`config.mk`:
```
export PLATFORM = sky130hd
export DESIGN_NAME = fsk4_frame_codec
export DESIGN_NICKNAME = d
export VERILOG_FILES = /design/src/logic/fsk4_pkg.sv /design/src/logic/fsk4_addr_match.sv /design/src/logic/fsk4_frame_codec.sv
export VERILOG_INCLUDE_DIRS = /design/src /design/src/logic
export SDC_FILE = /design/constraint.sdc
export NUM_CORES = 1
export LEC_CHECK = 0
export ABC_AREA = 1
export BUFFER_PORTS_ARGS = -buffer_cell sky130_fd_sc_hd__buf_2
export CAP_MARGIN = 30
export CORE_UTILIZATION = 50
export CTS_BUF_LIST = sky130_fd_sc_hd__clkbuf_16
export CTS_CLUSTER_DIAMETER = 200
export DETAILED_ROUTE_END_ITERATION = 16
export PLACE_DENSITY = 0.69
export SYNTH_ARGS = -nofsm -noshare
export SYNTH_HDL_FRONTEND = slang
export SYNTH_SLANG_ARGS = --single-unit
```
`constraint.sdc`:
```
create_clock -name clock -period 4.1 [get_ports clock]
set_clock_uncertainty 0.15 [all_clocks]
set_input_delay 0.41 -clock clock [delete_from_list [all_inputs] [get_ports clock]]
set_output_delay 0.41 -clock clock [all_outputs]
set_load 0.01 [all_outputs]
```
`src/logic/fsk4_cfg.svh`:
```
// Constants of the formatted frame codec: offsets, fields, resets.
// Assumes inclusion by bare name from the codec's design files.
// Operation
// - Receive mode starts sync hunt, raises sync interrupt
// - Bad first control blocks: keep scanning frames
// - Accept all-zero code or one of six
// - Failed match, closed receive: reject, hunt again
// - Accept raises called, reports code and match
// - Soft mode sends log-likelihood values, faster service
// - Failed check: event with data ready, status
// - End, drop or idle ends call, hunt
// - Consecutive corrupt superframes reaching threshold drop call
// - Open receive delivers all data regardless
// - Frame: sync, radio info, slow control blocks
// - Sync-burst frame: parameter block and padding
// - Service frame: two traffic blocks, no mixing
// - Second protocol: code match plus type mask
// - Transmit codes blocks, inserts preamble and sync
// - Channel bit picks frame, mode picks coding
// - Sync-burst sends stored call sign, idle fill
// - Vocoder routing chosen by vocoder enable mask
// - Without new control, resend previous control values
// - Call end frame sent raises transmit done
// - Word 0 bits 5..4 carry block type
`ifndef FSK4_CFG_SVH
`define FSK4_CFG_SVH
// ==========================================================
// Register offsets
`define FSK4_REG_SETUP   8'ha1
`define FSK4_REG_MODE    8'hc1
`define FSK4_REG_RXW0    8'hb8
`define FSK4_REG_STATUS  8'hc9
`define FSK4_REG_AUX     8'hcc
`define FSK4_REG_TXW0    8'hb5
`define FSK4_REG_TXW1    8'hb6
`define FSK4_REG_OWN0    8'hd0
`define FSK4_OWN_COUNT   8'h06
`define FSK4_REG_ACCEPT  8'hd6
`define FSK4_REG_VOCODER 8'hd7
`define FSK4_REG_DROP    8'hd8
`define FSK4_REG_CS0     8'hd9
`define FSK4_REG_CS1     8'hda
`define FSK4_REG_CS2     8'hdb
// ==========================================================
// Mode values and setup bits
`define FSK4_MODE_IDLE   16'h0000
`define FSK4_MODE_RX     16'h0011
`define FSK4_MODE_TX     16'h0012
`define FSK4_OPEN_BIT    0
`define FSK4_SOFT_BIT    1
`define FSK4_PROTO_BIT   2
`define FSK4_PRE_BIT     11
// ==========================================================
// Block word fields
`define FSK4_ID_MSB      5
`define FSK4_ID_LSB      4
`define FSK4_INFO_MSB    15
`define FSK4_INFO_LSB    12
`define FSK4_BLK_PARAM   2'h0
`define FSK4_BLK_DATA    2'h1
`define FSK4_BLK_RI      2'h2
`define FSK4_BLK_SC_RI   2'h3
`define FSK4_RI_CS_BIT   15
`define FSK4_RI_CM_MSB   14
`define FSK4_RI_CM_LSB   13
`define FSK4_CODE_MASK1  9'h03f
`define FSK4_CODE_MASK2  9'h1ff
// ==========================================================
// Status codes and reset values
`define FSK4_ERR_NONE    16'h0000
`define FSK4_ERR_CTL     16'h0001
`define FSK4_ERR_DATA    16'h0002
`define FSK4_ERR_DROP    16'h0003
`define FSK4_ACCEPT_RST  16'hffff
`define FSK4_VOCODER_RST 16'h0002
`define FSK4_DROP_RST    8'h04
`endif

```
`src/logic/fsk4_pkg.sv`:
```
// Types shared by the formatted frame codec files.
// Assumes fsk4_cfg.svh supplies all numeric constants.
package fsk4_pkg;
  // Receive call states
  typedef enum logic [1:0] {
    RX_IDLE = 2'b00,
    RX_HUNT = 2'b01,
    RX_CTL  = 2'b10,
    RX_CALL = 2'b11
  } fsk4_rx_state_type;
  // Transmit frame sequencer states
  typedef enum logic [2:0] {
    TX_OFF  = 3'b000,
    TX_PRE  = 3'b001,
    TX_SYNC = 3'b010,
    TX_RI   = 3'b011,
    TX_SC   = 3'b100,
    TX_B1   = 3'b101,
    TX_B2   = 3'b110,
    TX_DONE = 3'b111
  } fsk4_tx_state_type;
  // Field kinds handed to the channel encoder
  typedef enum logic [2:0] {
    F_PRE   = 3'b000,
    F_SYNC  = 3'b001,
    F_RI    = 3'b010,
    F_SC    = 3'b011,
    F_PARAM = 3'b100,
    F_PAD   = 3'b101,
    F_TRAF  = 3'b110
  } fsk4_field_type;
endpackage

```
`src/logic/fsk4_addr_match.sv`:
```
// Address matcher: compares a received code with stored own codes.
// Assumes codes arrive flattened, entry 0 in the low bits.
`timescale 1ns/1ps
module fsk4_addr_match #(
  parameter int W = 9,
  parameter int N = 6
) (
  input  wire logic [W-1:0]   code,
  input  wire logic [W-1:0]   code_mask,
  input  wire logic [N*W-1:0] own_codes,
  output logic                exact,
  output logic                all_call,
  output logic                match_any
);
  // ==========================================================
  // Per-entry compare
  logic [N-1:0] hit;      // One bit per own code
  logic [W-1:0] masked;   // Code limited to protocol width

  assign masked = code & code_mask;

  genvar i;
  generate
    for (i = 0; i < N; i++)
    begin : g_cmp
      // Masking both sides lets one store serve both widths
      assign hit[i] = ((own_codes[i*W +: W] & code_mask) == masked);
    end
  endgenerate

  // ==========================================================
  // Results
  assign exact     = |hit;
  assign all_call  = (masked == '0);
  assign match_any = exact | all_call;
endmodule

```
`src/logic/fsk4_frame_codec.sv`:
```
// Formatted frame codec: receive call control and transmit framing.
// Assumes a decoder and encoder on the same clock around it, and a
// host register port; irq outputs are one-cycle pulses.
`timescale 1ns/1ps
`include "fsk4_cfg.svh"
module fsk4_frame_codec #(
  parameter logic [3:0] CALL_END_INFO = 4'hf
) (
  input  wire logic                    clock,
  input  wire logic                    rst,
  input  wire logic                    reg_wr_en,
  input  wire logic                    reg_rd_en,
  input  wire logic [7:0]              reg_addr,
  input  wire logic [15:0]             reg_wr_data,
  output logic [15:0]                  reg_rd_data,
  output logic                         reg_rd_valid,
  input  wire logic                    sync_found,
  input  wire logic                    sync_second,
  input  wire logic                    ctl_valid,
  input  wire logic                    ctl_ok,
  input  wire logic [8:0]              ctl_code,
  input  wire logic [3:0]              ctl_info,
  input  wire logic                    ctl_end,
  input  wire logic                    blk_valid,
  input  wire logic [1:0]              blk_id,
  input  wire logic                    blk_ok,
  input  wire logic [9:0]              blk_data,
  input  wire logic                    sf_end,
  input  wire logic                    sf_bad,
  input  wire logic                    tx_field_ready,
  output logic                         tx_field_valid,
  output fsk4_pkg::fsk4_field_type     tx_field_kind,
  output logic [35:0]                  tx_field_data,
  output logic [1:0]                   tx_code_sel,
  output logic                         demod_en,
  output logic                         codec_en,
  output logic                         soft_mode,
  output logic                         first_sync_found_irq,
  output logic                         second_sync_found_irq,
  output logic                         called_irq,
  output logic                         data_ready_irq,
  output logic                         event_irq,
  output logic                         transmit_done_irq
);
  import fsk4_pkg::*;

  // ==========================================================
  // Host-visible registers
  logic [15:0] setup_reg;        // modem_setup_control
  logic [15:0] mode_reg;         // operating_mode_control
  logic [15:0] rxw0_reg;         // receive_block_word0
  logic [15:0] status_reg;       // modem_error_status
  logic [15:0] aux_reg;          // auxiliary_rx_info
  logic [15:0] txw1_reg;         // Transmit data staging word
  logic [8:0]  own_reg [6];      // Own codes
  logic [15:0] accept_reg;       // Call accept mask
  logic [15:0] voc_reg;          // Vocoder enable mask
  logic [7:0]  drop_reg;         // Corrupt superframe threshold
  logic [35:0] cs_reg;           // Stored call sign
  logic [15:0] rd_next;          // Read mux result

  // ==========================================================
  // Address decode
  logic [7:0] own_idx;           // Offset into own code store
  logic       wr_setup;
  logic       wr_mode;
  logic       wr_txw0;
  logic       wr_txw1;
  logic       wr_own;
  logic       wr_accept;
  logic       wr_voc;
  logic       wr_drop;
  logic       wr_cs0;
  logic       wr_cs1;
  logic       wr_cs2;

  assign own_idx   = reg_addr - `FSK4_REG_OWN0;
  assign wr_setup  = reg_wr_en && reg_addr == `FSK4_REG_SETUP;
  assign wr_mode   = reg_wr_en && reg_addr == `FSK4_REG_MODE;
  assign wr_txw0   = reg_wr_en && reg_addr == `FSK4_REG_TXW0;
  assign wr_txw1   = reg_wr_en && reg_addr == `FSK4_REG_TXW1;
  assign wr_own    = reg_wr_en && own_idx < `FSK4_OWN_COUNT;
  assign wr_accept = reg_wr_en && reg_addr == `FSK4_REG_ACCEPT;
  assign wr_voc    = reg_wr_en && reg_addr == `FSK4_REG_VOCODER;
  assign wr_drop   = reg_wr_en && reg_addr == `FSK4_REG_DROP;
  assign wr_cs0    = reg_wr_en && reg_addr == `FSK4_REG_CS0;
  assign wr_cs1    = reg_wr_en && reg_addr == `FSK4_REG_CS1;
  assign wr_cs2    = reg_wr_en && reg_addr == `FSK4_REG_CS2;

  // Mode and setup bits
  logic mode_rx;
  logic mode_tx;
  logic open_rx;
  logic proto2;
  assign mode_rx   = mode_reg == `FSK4_MODE_RX;
  assign mode_tx   = mode_reg == `FSK4_MODE_TX;
  assign open_rx   = setup_reg[`FSK4_OPEN_BIT];
  assign proto2    = setup_reg[`FSK4_PROTO_BIT];
  assign soft_mode = setup_reg[`FSK4_SOFT_BIT];

  // ==========================================================
  // Configuration writes; write-only registers read as zero
  always_ff @(posedge clock)
  begin
    if (rst)
    begin
      setup_reg  <= 16'h0000;
      mode_reg   <= `FSK4_MODE_IDLE;
      accept_reg <= `FSK4_ACCEPT_RST;
      voc_reg    <= `FSK4_VOCODER_RST;
      drop_reg   <= `FSK4_DROP_RST;
    end
    else
    begin
      if (wr_setup)  setup_reg  <= reg_wr_data;
      if (wr_mode)   mode_reg   <= reg_wr_data;
      if (wr_accept) accept_reg <= reg_wr_data;
      if (wr_voc)    voc_reg    <= reg_wr_data;
      if (wr_drop)   drop_reg   <= reg_wr_data[7:0];
    end
  end

  // Own codes and call sign; the host programs these once
  always_ff @(posedge clock)
  begin
    if (rst)
    begin
      for (int k = 0; k < 6; k++) own_reg[k] <= 9'h000;
      cs_reg <= 36'h0;
    end
    else
    begin
      if (wr_own) own_reg[own_idx[2:0]] <= reg_wr_data[8:0];
      if (wr_cs0) cs_reg[15:0]  <= reg_wr_data;
      if (wr_cs1) cs_reg[31:16] <= reg_wr_data;
      if (wr_cs2) cs_reg[35:32] <= reg_wr_data[3:0];
    end
  end

  // ==========================================================
  // Address match
  logic [53:0] own_flat;     // Own codes, entry 0 lowest
  logic [8:0]  code_mask;    // Six or nine bit codes
  logic        exact;
  logic        all_call;
  logic        match_any;

  genvar g;
  generate
    for (g = 0; g < 6; g++)
    begin : g_own
      assign own_flat[g*9 +: 9] = own_reg[g];
    end
  endgenerate

  assign code_mask = proto2 ? `FSK4_CODE_MASK2 : `FSK4_CODE_MASK1;

  fsk4_addr_match #(.W(9), .N(6)) u_match (
    .code      (ctl_code),
    .code_mask (code_mask),
    .own_codes (own_flat),
    .exact     (exact),
    .all_call  (all_call),
    .match_any (match_any)
  );

  // ==========================================================
  // Receive call control
  fsk4_rx_state_type rx_reg;
  fsk4_rx_state_type rx_next;
  logic [7:0] bad_reg;       // Consecutive corrupt superframes
  logic       accept;
  logic       take_ctl;
  logic       deliver;
  logic       drop_hit;
  logic       end_hit;
  logic       voc_rx_reg;    // Vocoder routed for this call

  // Type mask applies to the second protocol only
  assign accept   = match_any && (!proto2 || accept_reg[ctl_info]);
  assign take_ctl = rx_reg == RX_CTL && ctl_valid && ctl_ok;
  // Open receive also delivers before the call decision
  assign deliver  = blk_valid &&
                    (rx_reg == RX_CALL || (rx_reg == RX_CTL && open_rx));
  assign drop_hit = rx_reg == RX_CALL && sf_end && sf_bad &&
                    ({1'b0, bad_reg} + 9'h001 >= {1'b0, drop_reg});
  assign end_hit  = rx_reg == RX_CALL && ctl_valid && ctl_end;
  assign demod_en = rx_reg == RX_CTL || rx_reg == RX_CALL;

  // Next receive state
  always_comb
  begin
    rx_next = rx_reg;
    if (!mode_rx)
      rx_next = RX_IDLE;
    else
    begin
      unique case (rx_reg)
        RX_IDLE: rx_next = RX_HUNT;
        RX_HUNT: if (sync_found) rx_next = RX_CTL;
        RX_CTL:
          // Failed checks leave the state alone
          if (take_ctl)
            rx_next = (accept || open_rx) ? RX_CALL : RX_HUNT;
        RX_CALL: if (end_hit || drop_hit) rx_next = RX_HUNT;
      endcase
    end
  end

  // State, counter and vocoder routing
  always_ff @(posedge clock)
  begin
    if (rst)
    begin
      rx_reg     <= RX_IDLE;
      bad_reg    <= 8'h00;
      voc_rx_reg <= 1'b0;
    end
    else
    begin
      rx_reg <= rx_next;
      if (take_ctl || rx_reg != RX_CALL)
        bad_reg <= 8'h00;
      else if (sf_end)
        bad_reg <= sf_bad ? bad_reg + 8'h01 : 8'h00;
      // Codec path is shut with the call
      if (take_ctl)
        voc_rx_reg <= voc_reg[ctl_info];
      else if (rx_next != RX_CALL)
        voc_rx_reg <= 1'b0;
    end
  end

  // Interrupt pulses and receive reports
  always_ff @(posedge clock)
  begin
    if (rst)
    begin
      first_sync_found_irq  <= 1'b0;
      second_sync_found_irq <= 1'b0;
      called_irq            <= 1'b0;
      data_ready_irq        <= 1'b0;
      event_irq             <= 1'b0;
      rxw0_reg              <= 16'h0000;
      status_reg            <= `FSK4_ERR_NONE;
      aux_reg               <= 16'h0000;
    end
    else
    begin
      first_sync_found_irq  <= rx_reg == RX_HUNT && mode_rx &&
                               sync_found && !sync_second;
      second_sync_found_irq <= rx_reg == RX_HUNT && mode_rx &&
                               sync_found && sync_second;
      called_irq     <= mode_rx && take_ctl && accept;
      data_ready_irq <= deliver;
      event_irq      <= (deliver && !blk_ok) || drop_hit;
      // Overwritten by each new block; host must keep up
      if (deliver)
        rxw0_reg <= {blk_data, blk_id, 2'b00, blk_ok, soft_mode};
      if (drop_hit)
        status_reg <= `FSK4_ERR_DROP;
      else if (deliver && !blk_ok)
        status_reg <= (blk_id == `FSK4_BLK_DATA) ?
                      `FSK4_ERR_DATA : `FSK4_ERR_CTL;
      if (take_ctl && accept)
        aux_reg <= {5'h00, all_call, exact, ctl_code};
    end
  end

  // ==========================================================
  // Transmit block store
  fsk4_tx_state_type tx_reg;
  fsk4_tx_state_type tx_next;
  logic [15:0] ri_reg;         // Radio info, kept across frames
  logic [25:0] sc_reg;         // Slow control, kept across frames
  logic [3:0]  info_reg;       // Information type of slow control
  logic [15:0] traf_reg [2];   // Two traffic blocks per frame
  logic [1:0]  traf_cnt_reg;   // Traffic blocks loaded
  logic [1:0]  w0_id;
  logic        load_traf;
  logic        fire;
  logic        frame_end;
  logic        sync_burst;
  logic        end_frame;

  assign w0_id      = reg_wr_data[`FSK4_ID_MSB:`FSK4_ID_LSB];
  assign load_traf  = wr_txw0 && w0_id == `FSK4_BLK_DATA &&
                      traf_cnt_reg != 2'h2;
  assign fire       = tx_field_valid && tx_field_ready;
  assign frame_end  = fire && tx_reg == TX_B2;
  assign sync_burst = !ri_reg[`FSK4_RI_CS_BIT];
  assign end_frame  = info_reg == CALL_END_INFO;

  // Block loads; stored control is resent if not reloaded
  always_ff @(posedge clock)
  begin
    if (rst)
    begin
      txw1_reg     <= 16'h0000;
      ri_reg       <= 16'h0000;
      sc_reg       <= 26'h0;
      info_reg     <= 4'h0;
      traf_reg[0]  <= 16'h0000;
      traf_reg[1]  <= 16'h0000;
      traf_cnt_reg <= 2'h0;
    end
    else
    begin
      if (wr_txw1) txw1_reg <= reg_wr_data;
      if (wr_txw0 && w0_id[1])
        ri_reg <= txw1_reg;
      if (wr_txw0 && w0_id == `FSK4_BLK_SC_RI)
      begin
        sc_reg   <= {reg_wr_data[15:6], txw1_reg};
        info_reg <= reg_wr_data[`FSK4_INFO_MSB:`FSK4_INFO_LSB];
      end
      // A load in the consuming cycle is kept for the next frame unless two blocks are already loaded
      if (load_traf)
        traf_reg[frame_end ? 1'b0 : traf_cnt_reg[0]] <= txw1_reg;
      if (frame_end)
        traf_cnt_reg <= load_traf ? 2'h1 : 2'h0;
      else if (load_traf)
        traf_cnt_reg <= traf_cnt_reg + 2'h1;
    end
  end

  // ==========================================================
  // Transmit frame sequencer
  always_comb
  begin
    tx_next = tx_reg;
    if (!mode_tx)
      tx_next = TX_OFF;
    else
    begin
      unique case (tx_reg)
        TX_OFF:  tx_next = setup_reg[`FSK4_PRE_BIT] ?
                           TX_PRE : TX_SYNC;
        TX_PRE:  if (fire) tx_next = TX_SYNC;
        TX_SYNC: if (fire) tx_next = TX_RI;
        TX_RI:   if (fire) tx_next = TX_SC;
        TX_SC:   if (fire) tx_next = TX_B1;
        TX_B1:   if (fire) tx_next = TX_B2;
        TX_B2:   if (fire) tx_next = end_frame ? TX_DONE : TX_SYNC;
        TX_DONE: tx_next = TX_DONE;
      endcase
    end
  end

  // Sequencer state and done pulse
  always_ff @(posedge clock)
  begin
    if (rst)
    begin
      tx_reg            <= TX_OFF;
      transmit_done_irq <= 1'b0;
    end
    else
    begin
      tx_reg            <= tx_next;
      transmit_done_irq <= frame_end && end_frame && mode_tx;
    end
  end

  // Field kind and contents for the channel encoder
  assign tx_field_valid = tx_reg != TX_OFF && tx_reg != TX_DONE;
  assign tx_field_kind  =
    tx_reg == TX_PRE  ? F_PRE  :
    tx_reg == TX_SYNC ? F_SYNC :
    tx_reg == TX_RI   ? F_RI   :
    tx_reg == TX_SC   ? F_SC   :
    tx_reg == TX_B1   ? (sync_burst ? F_PARAM : F_TRAF) :
                        (sync_burst ? F_PAD   : F_TRAF);
  assign tx_field_data  =
    tx_field_kind == F_RI    ? {20'h0, ri_reg}      :
    tx_field_kind == F_SC    ? {10'h0, sc_reg}      :
    tx_field_kind == F_PARAM ? cs_reg               :
    tx_field_kind == F_TRAF  ?
      {20'h0, traf_reg[tx_reg == TX_B2]}            :
                               36'h0;
  // Coding follows the communication mode of the radio info
  assign tx_code_sel = ri_reg[`FSK4_RI_CM_MSB:`FSK4_RI_CM_LSB];
  assign codec_en    = voc_rx_reg ||
                       (tx_field_valid && voc_reg[info_reg]);

  // ==========================================================
  // Register reads, one cycle after the strobe
  assign rd_next =
    reg_addr == `FSK4_REG_RXW0   ? rxw0_reg   :
    reg_addr == `FSK4_REG_STATUS ? status_reg :
    reg_addr == `FSK4_REG_AUX    ? aux_reg    : 16'h0000;

  always_ff @(posedge clock)
  begin
    if (rst)
    begin
      reg_rd_data  <= 16'h0000;
      reg_rd_valid <= 1'b0;
    end
    else
    begin
      reg_rd_valid <= reg_rd_en;
      if (reg_rd_en) reg_rd_data <= rd_next;
    end
  end
endmodule

```
Word-level counts from Yosys, hierarchy flattened --
Memories as Yosys holds them, arrays and structs flattened. Index checks and enable logic that the tools add are counted.
Storage, ports and cells: flip-flop bits (word level) 232, bits in latches 0, RAM bits 86, bits in read-only memories 0, input port bits 63, output and inout bits 68, logic and storage cells 219, memories 2
Memory list:
- own_reg | words 6, bits a word 9, read ports 6, clocked after Yosys merged registers in 0, write ports 6, line fsk4_frame_codec.sv:55 | logic [8:0] own_reg [6];
- traf_reg | words 2, bits a word 16, read ports 1, clocked after Yosys merged registers in 0, write ports 2, line fsk4_frame_codec.sv:277 | logic [15:0] traf_reg [2];
Cells by class: add/subtract/negate cells 4, $mul 0, div/mod/pow operators 0, magnitude comparators 4, eq/ne operators 49, shift operators 0, multiplexer cells 60, bitwise logic cells 9, reductions and logical operators 63
Operators by type and width (count):
- $mux W36 | 3
- $eq A8 B8 Y1 const B | 13
- $and A9 B9 Y9 | 7
- $eq A9 B9 Y1 | 6
- $mux W16 | 3
- $logic_and A1 B1 Y1 | 39
- $mux W3 | 12
- $eq A16 B5 Y1 const B | 2
- $mux W2 | 14
- $pmux W3 S8 | 1
- $mux W11 | 2
- $eq A3 B3 Y1 const B | 6
- $mux W1 | 18
- $mux W9 | 2
- $ne A2 B2 Y1 const B | 9
- $reduce_or A16 Y1 | 1
- $bmux W1 S4 | 3
- $eq A3 B2 Y1 const B | 4
- $lt A4 B5 Y1 const B | 2
- $add A8 B1 Y9 const B | 1
- $ge A9 B8 Y1 | 1
- $logic_not A9 Y1 | 1
- $reduce_or A9 Y1 | 1
- $add A8 B1 Y8 const B | 1
- other kinds (21) | 37

Longest topological paths before layout --
depth after elaboration 14, depth in mapped cells 17, gate-level depth less buffers 17

Cells and area by module --
From an unflattened synthesis, not the netlist that was laid out.
Second synthesis, totals: cell total of the unflattened synthesis 1761, area, all modules 13905.8 um^2
By module, submodules not included:
- fsk4_frame_codec | instances 1, cells each 1495, area each 12723.5 um^2
- fsk4_addr_match | instances 1, cells each 266, area each 1182.4 um^2

Worst setup path after synthesis --
No wires, ideal clock.
path type input to register, start input port reg_addr[2], end memory traf_reg[0][0] (enable), setup time 0.372 ns, arrival 1.789 ns, data required time 3.578 ns, path slack 1.789 ns, stages on the path 8, buffers on the path 2, path through buf_2 -> nand3_1 -> nor3_2 -> nand2_1 -> inv_1 -> nand3_2 -> buf_2 -> nand2_1
RTL lines:
- start: declaration | line fsk4_frame_codec.sv:13 | input wire logic [7:0] reg_addr,
- end: declaration | line fsk4_frame_codec.sv:277

Worst setup path in the final report --
start register tx_reg[0], end output port tx_field_data[10]
On the way: longest elaborated chain between the ends 11
RTL lines:
- start: declaration | line fsk4_frame_codec.sv:272 | fsk4_tx_state_type tx_reg;
- start signal: assignment | line fsk4_frame_codec.sv:360 | tx_reg <= tx_next;
- $eq A3 B3 Y1 | line fsk4_frame_codec.sv:372 | tx_reg == TX_B1 ? (sync_burst ? F_PARAM : F_TRAF) :
- $mux W2 | line fsk4_frame_codec.sv:372
- $mux W3 | line fsk4_frame_codec.sv:371 | tx_reg == TX_SC ? F_SC :
- $mux W3 | line fsk4_frame_codec.sv:370 | tx_reg == TX_RI ? F_RI :
- $mux W3 | line fsk4_frame_codec.sv:369 | tx_reg == TX_SYNC ? F_SYNC :
- $mux W3 | line fsk4_frame_codec.sv:368 | tx_reg == TX_PRE ? F_PRE :
- $eq A3 B3 Y1 | line fsk4_frame_codec.sv:378 | tx_field_kind == F_TRAF ?
- $mux W16 | line fsk4_frame_codec.sv:378
- $mux W36 | line fsk4_frame_codec.sv:377 | tx_field_kind == F_PARAM ? cs_reg :
- $mux W36 | line fsk4_frame_codec.sv:376 | tx_field_kind == F_SC ? {10'h0, sc_reg} :
- $mux W36 (*) | line fsk4_frame_codec.sv:375 | tx_field_kind == F_RI ? {20'h0, ri_reg} :
- end: declaration | line fsk4_frame_codec.sv:33 | output logic [35:0] tx_field_data,
Every way passes the cells marked *; elsewhere a longest branch is shown, timed or not.

==> impl_results.md <==
* Run status: complete, but fails checks
* Failing checks: design-rule violations
* Sequential fraction of the synthesis area at 0.513
* P per Cell Area at between 400 and 500 nW/um2
* CORE AREA at about 27,000 um2
* Number of global-route vias before repair at approximately 11,000
* Multiplexer fraction of the synthesized cell area at 0.00367
* Type of element capturing the critical path: primary output
* Number of I/O port buffers at between 100 and 150
* Longest Clk Path Bufs at 3
* Hold buffer count at CTS at 14
* Relative contribution of combinational cells to total power at 0.055
* Reg2Reg Launch Point: tx_reg[2]
* Switching power share of the total at 0.227
* Non-Filler Instances at roughly 2,100
* Worst-case reg-to-reg path depth at 10
* Clock slew at reported path FFs at ~60 ps
* Mean instance size in the synthesized netlist at 8.19 um2
* Worst setup path startpoint: tx_reg[0]
* Synth area leader: sky130_fd_sc_hd__dfxtp_1
* Synth Area in Compound Gates at 0.199
* Commonest non-fill, non-tap cell in the layout: sky130_fd_sc_hd__dfxtp_1
* Horizontal extent of the die at 167 um
* Setup tns final at 0 ps
* Reg-to-reg setup timing slack at 1200 ps
* Max VDD drop at between 300 and 400 uV
* Share of final-layout standard cells stronger than drive strength 1 at 0.132
* Grt ovf at 0
* Unrepaired setup endpoints after global routing: false
* Worst hold path type: in2reg
* Total Power Consumption at 6340 uW
* Std-Cell Rows at 60
* Kind of critical path: reg2out
* Number of slew-limit violations in the final report at 0
* Initial core utilization at 0.507
* Worst Setup Slack, final at between 400 and 500 ps
* Die outline height at around 170 um
* Top area cells in the synthesized netlist: sky130_fd_sc_hd__dfxtp_1 32%, sky130_fd_sc_hd__edfxtp_1 19%, sky130_fd_sc_hd__o21ai_0 7.5%
* Count of flip-flops with a built-in enable after synthesis at 86
* Number of nets produced by synthesis at about 1,700
* GRT Overall Usage at 0.268
* Setup slack at placement at ~1100 ps
* Clock Sinks at 306
* Hold Fails Final Rpt at 0
* Max Fclk at between 0.2 and 0.3 GHz
* Routed Wire Length at between 30,000 and 40,000 um
* Worst R2R End: traf_reg[1][9]
* Die Outline Area at around 28,000 um2
* Synth Warn # at 0
* Clock latency reported for the late side of the worst-skew pair at about 560 ps
* Drt drc at 2
* Number of cells upsized or downsized after cts at 0
* Share of the synthesized netlist area taken by xor and xnor gates at 0.0251
* Internal at 4900 uW
* First-pass GRT wire length at roughly 59,000 um
* Post-route ant nets at 0
* Commonest cells after routing, fill and taps aside: 220 x sky130_fd_sc_hd__dfxtp_1, 214 x sky130_fd_sc_hd__inv_1, 203 x sky130_fd_sc_hd__o21ai_0
* Placer congestion estimate at 0.875
* Root Driver: sky130_fd_sc_hd__clkbuf_16
* Combinational family with the most area after synthesis: compound AO/OA/AOI/OAI gates
* Number of buffers inserted by post-CTS setup repair at 0
* Power share of the sequential group at 0.500
* Number of levels in the clock H-tree at 1
* Setup crit end: tx_field_data[10]
* Router iterations before antenna repair at 13
* Distinct cell type count after synthesis at between 40 and 50
* Maximum number of pins on one net before global-route repair at approximately 170
* Endpoint required time on the critical path at around 3500 ps
* Clock buffer count from CTS at 31
* Per-cell routed wire length at ~18 um
* Max FO, Critical Path at 18
* Final #Nets at about 1,800
* Headroom to the max-slew limit at 0.331
* Syn Inst Count at approximately 1,700
* Via/cell ratio at approximately 5.5
* Max reg flops at 54
* Number of register bits inferred by synthesis at ~310
* Iter 0 DRT Violations at 1,117
* Primary flip-flop cell chosen by synthesis mapping: sky130_fd_sc_hd__dfxtp_1
* Crit path DAT at between 3000 and 4000 ps
* Category of the worst setup path launch point: flip-flop
* Number of placed I/O pins at 131
* Via count at around 12,000
* Number of antenna violations at the first check in global routing at 0
* Slew of the pin with the lowest slew margin at about 1000 ps
* Area of the mapped netlist at approximately 14,000 um2
* Proportion of netlist area held by the largest area contributor at 0.323
* Area fraction in and, or, nand and nor cells after synthesis at 0.157
* Hold WS at approximately 55 ps
* Number of placed instances, taps included at slightly above 2,000
* Period utilization at 0.883
* Number of diodes added for antenna fixing at 0
* Part of the power in the clock network at 0.445
* Leakage power at ~0.0062 uW
* Layout Area Growth over Synthesis at 14.2%
* Clock tree from TritonCTS: done
* Post-synthesis adder-cell area fraction at 0.00918
* Total half-perimeter wirelength after legalization and detailed placement at between 20,000 and 30,000 um
* Fraction of registers with async set/reset at 0
* # setup viols final at 0
* Max_cap viols at 0
* NetSw at 1440 uW
* Final worst path period need at 3620 ps
[cell usage after synthesis, drive strengths merged, types with 3 or more instances]
master,count
dfxtp,220
a211oi,8
mux2i,5
nand2,178
edfxtp,86
xnor2,31
ha,10
clkinv,3
a21oi,190
nand4,15
o21a,18
or2,19
o22ai,11
nand3,47
nor2,195
o31ai,4
o211ai,50
xor2,8
nor4,4
inv,216
o21ai,208
clkbuf,59
buf,37
nor3,33
[per-layer routing]
metal / GRT usage / up-vias / share of wire
met5: 0 / - / 0
met4: 0.0829 / 0 / 0.028
met3: 0.0359 / 74 / 0.073
met2: 0.424 / 431 / 0.45
met1: 0.382 / 5470 / 0.45
li1: - / 5739 / -
[layout make-up]
type | count | area [um2]
fillers | 2369 | 11300
flip-flops and latches | 306 | 6990
multi-input cells | 1043 | 5370
repair buffers | 159 | 937
clock buffers | 33 | 826
inverters | 219 | 825
well taps | 341 | 427
clock inverters | 25 | 195
[metrics by stage]
stage               utilization  instance area [um2]
floorplan                     -                13600
global placement          0.534                14400
detailed placement        0.536                14400
CTS                       0.579                15600
global route              0.579                15600
finish                    0.579                15600
[power by group through the flow]
stage,combinational [uW],clock [uW],sequential (uW)
floorplan,198,0,3240
global placement,324,0,3240
detailed placement,329,0,3240
CTS,342,2850,3170
global route,378,2970,3180
finish,346,2820,3170
[critical path: stages (launching register included)]
cell                       delay (ps)
sky130_fd_sc_hd__dfxtp_1          480
sky130_fd_sc_hd__nor2_2            90
sky130_fd_sc_hd__inv_2             90
sky130_fd_sc_hd__nor2_4           100
sky130_fd_sc_hd__inv_2            240
sky130_fd_sc_hd__nand2_2          140
sky130_fd_sc_hd__nor3_4           630
sky130_fd_sc_hd__o211ai_1         240
sky130_fd_sc_hd__o21ai_1          150
sky130_fd_sc_hd__a21oi_1           60
sky130_fd_sc_hd__o21ai_0          110
sky130_fd_sc_hd__buf_2            160
[kinds of logic (layout without fill, tap and decap cells)]
| kind of cell | after synthesis | after routing |
|---|---|---|
| compound gates | 496 | 496 |
| simple gates | 493 | 493 |
| buf+inv | 315 | 436 |
| flops | 306 | 306 |
| xor+xnor | 39 | 39 |
| fa+ha+maj | 10 | 10 |
| mux | 5 | 5 |
[worst min path at each step]
| stage | from | endpoint | slack, ps | cells after the start |
|---|---|---|---|---|
| floorplan | accept_reg[12] | accept_reg[12] | 270 | 2 |
| global placement | ri_reg[11] | ri_reg[11] | 280 | 2 |
| detailed placement | ri_reg[7] | ri_reg[7] | 290 | 2 |
| CTS | reg_wr_data[8] | cs_reg[8] | 40 | 3 |
| global route | reg_wr_data[6] | drop_reg[6] | 50 | 3 |
| finish | reg_wr_data[8] | cs_reg[8] | 60 | 3 |
Note: power is estimated with default switching activity, not from simulation.
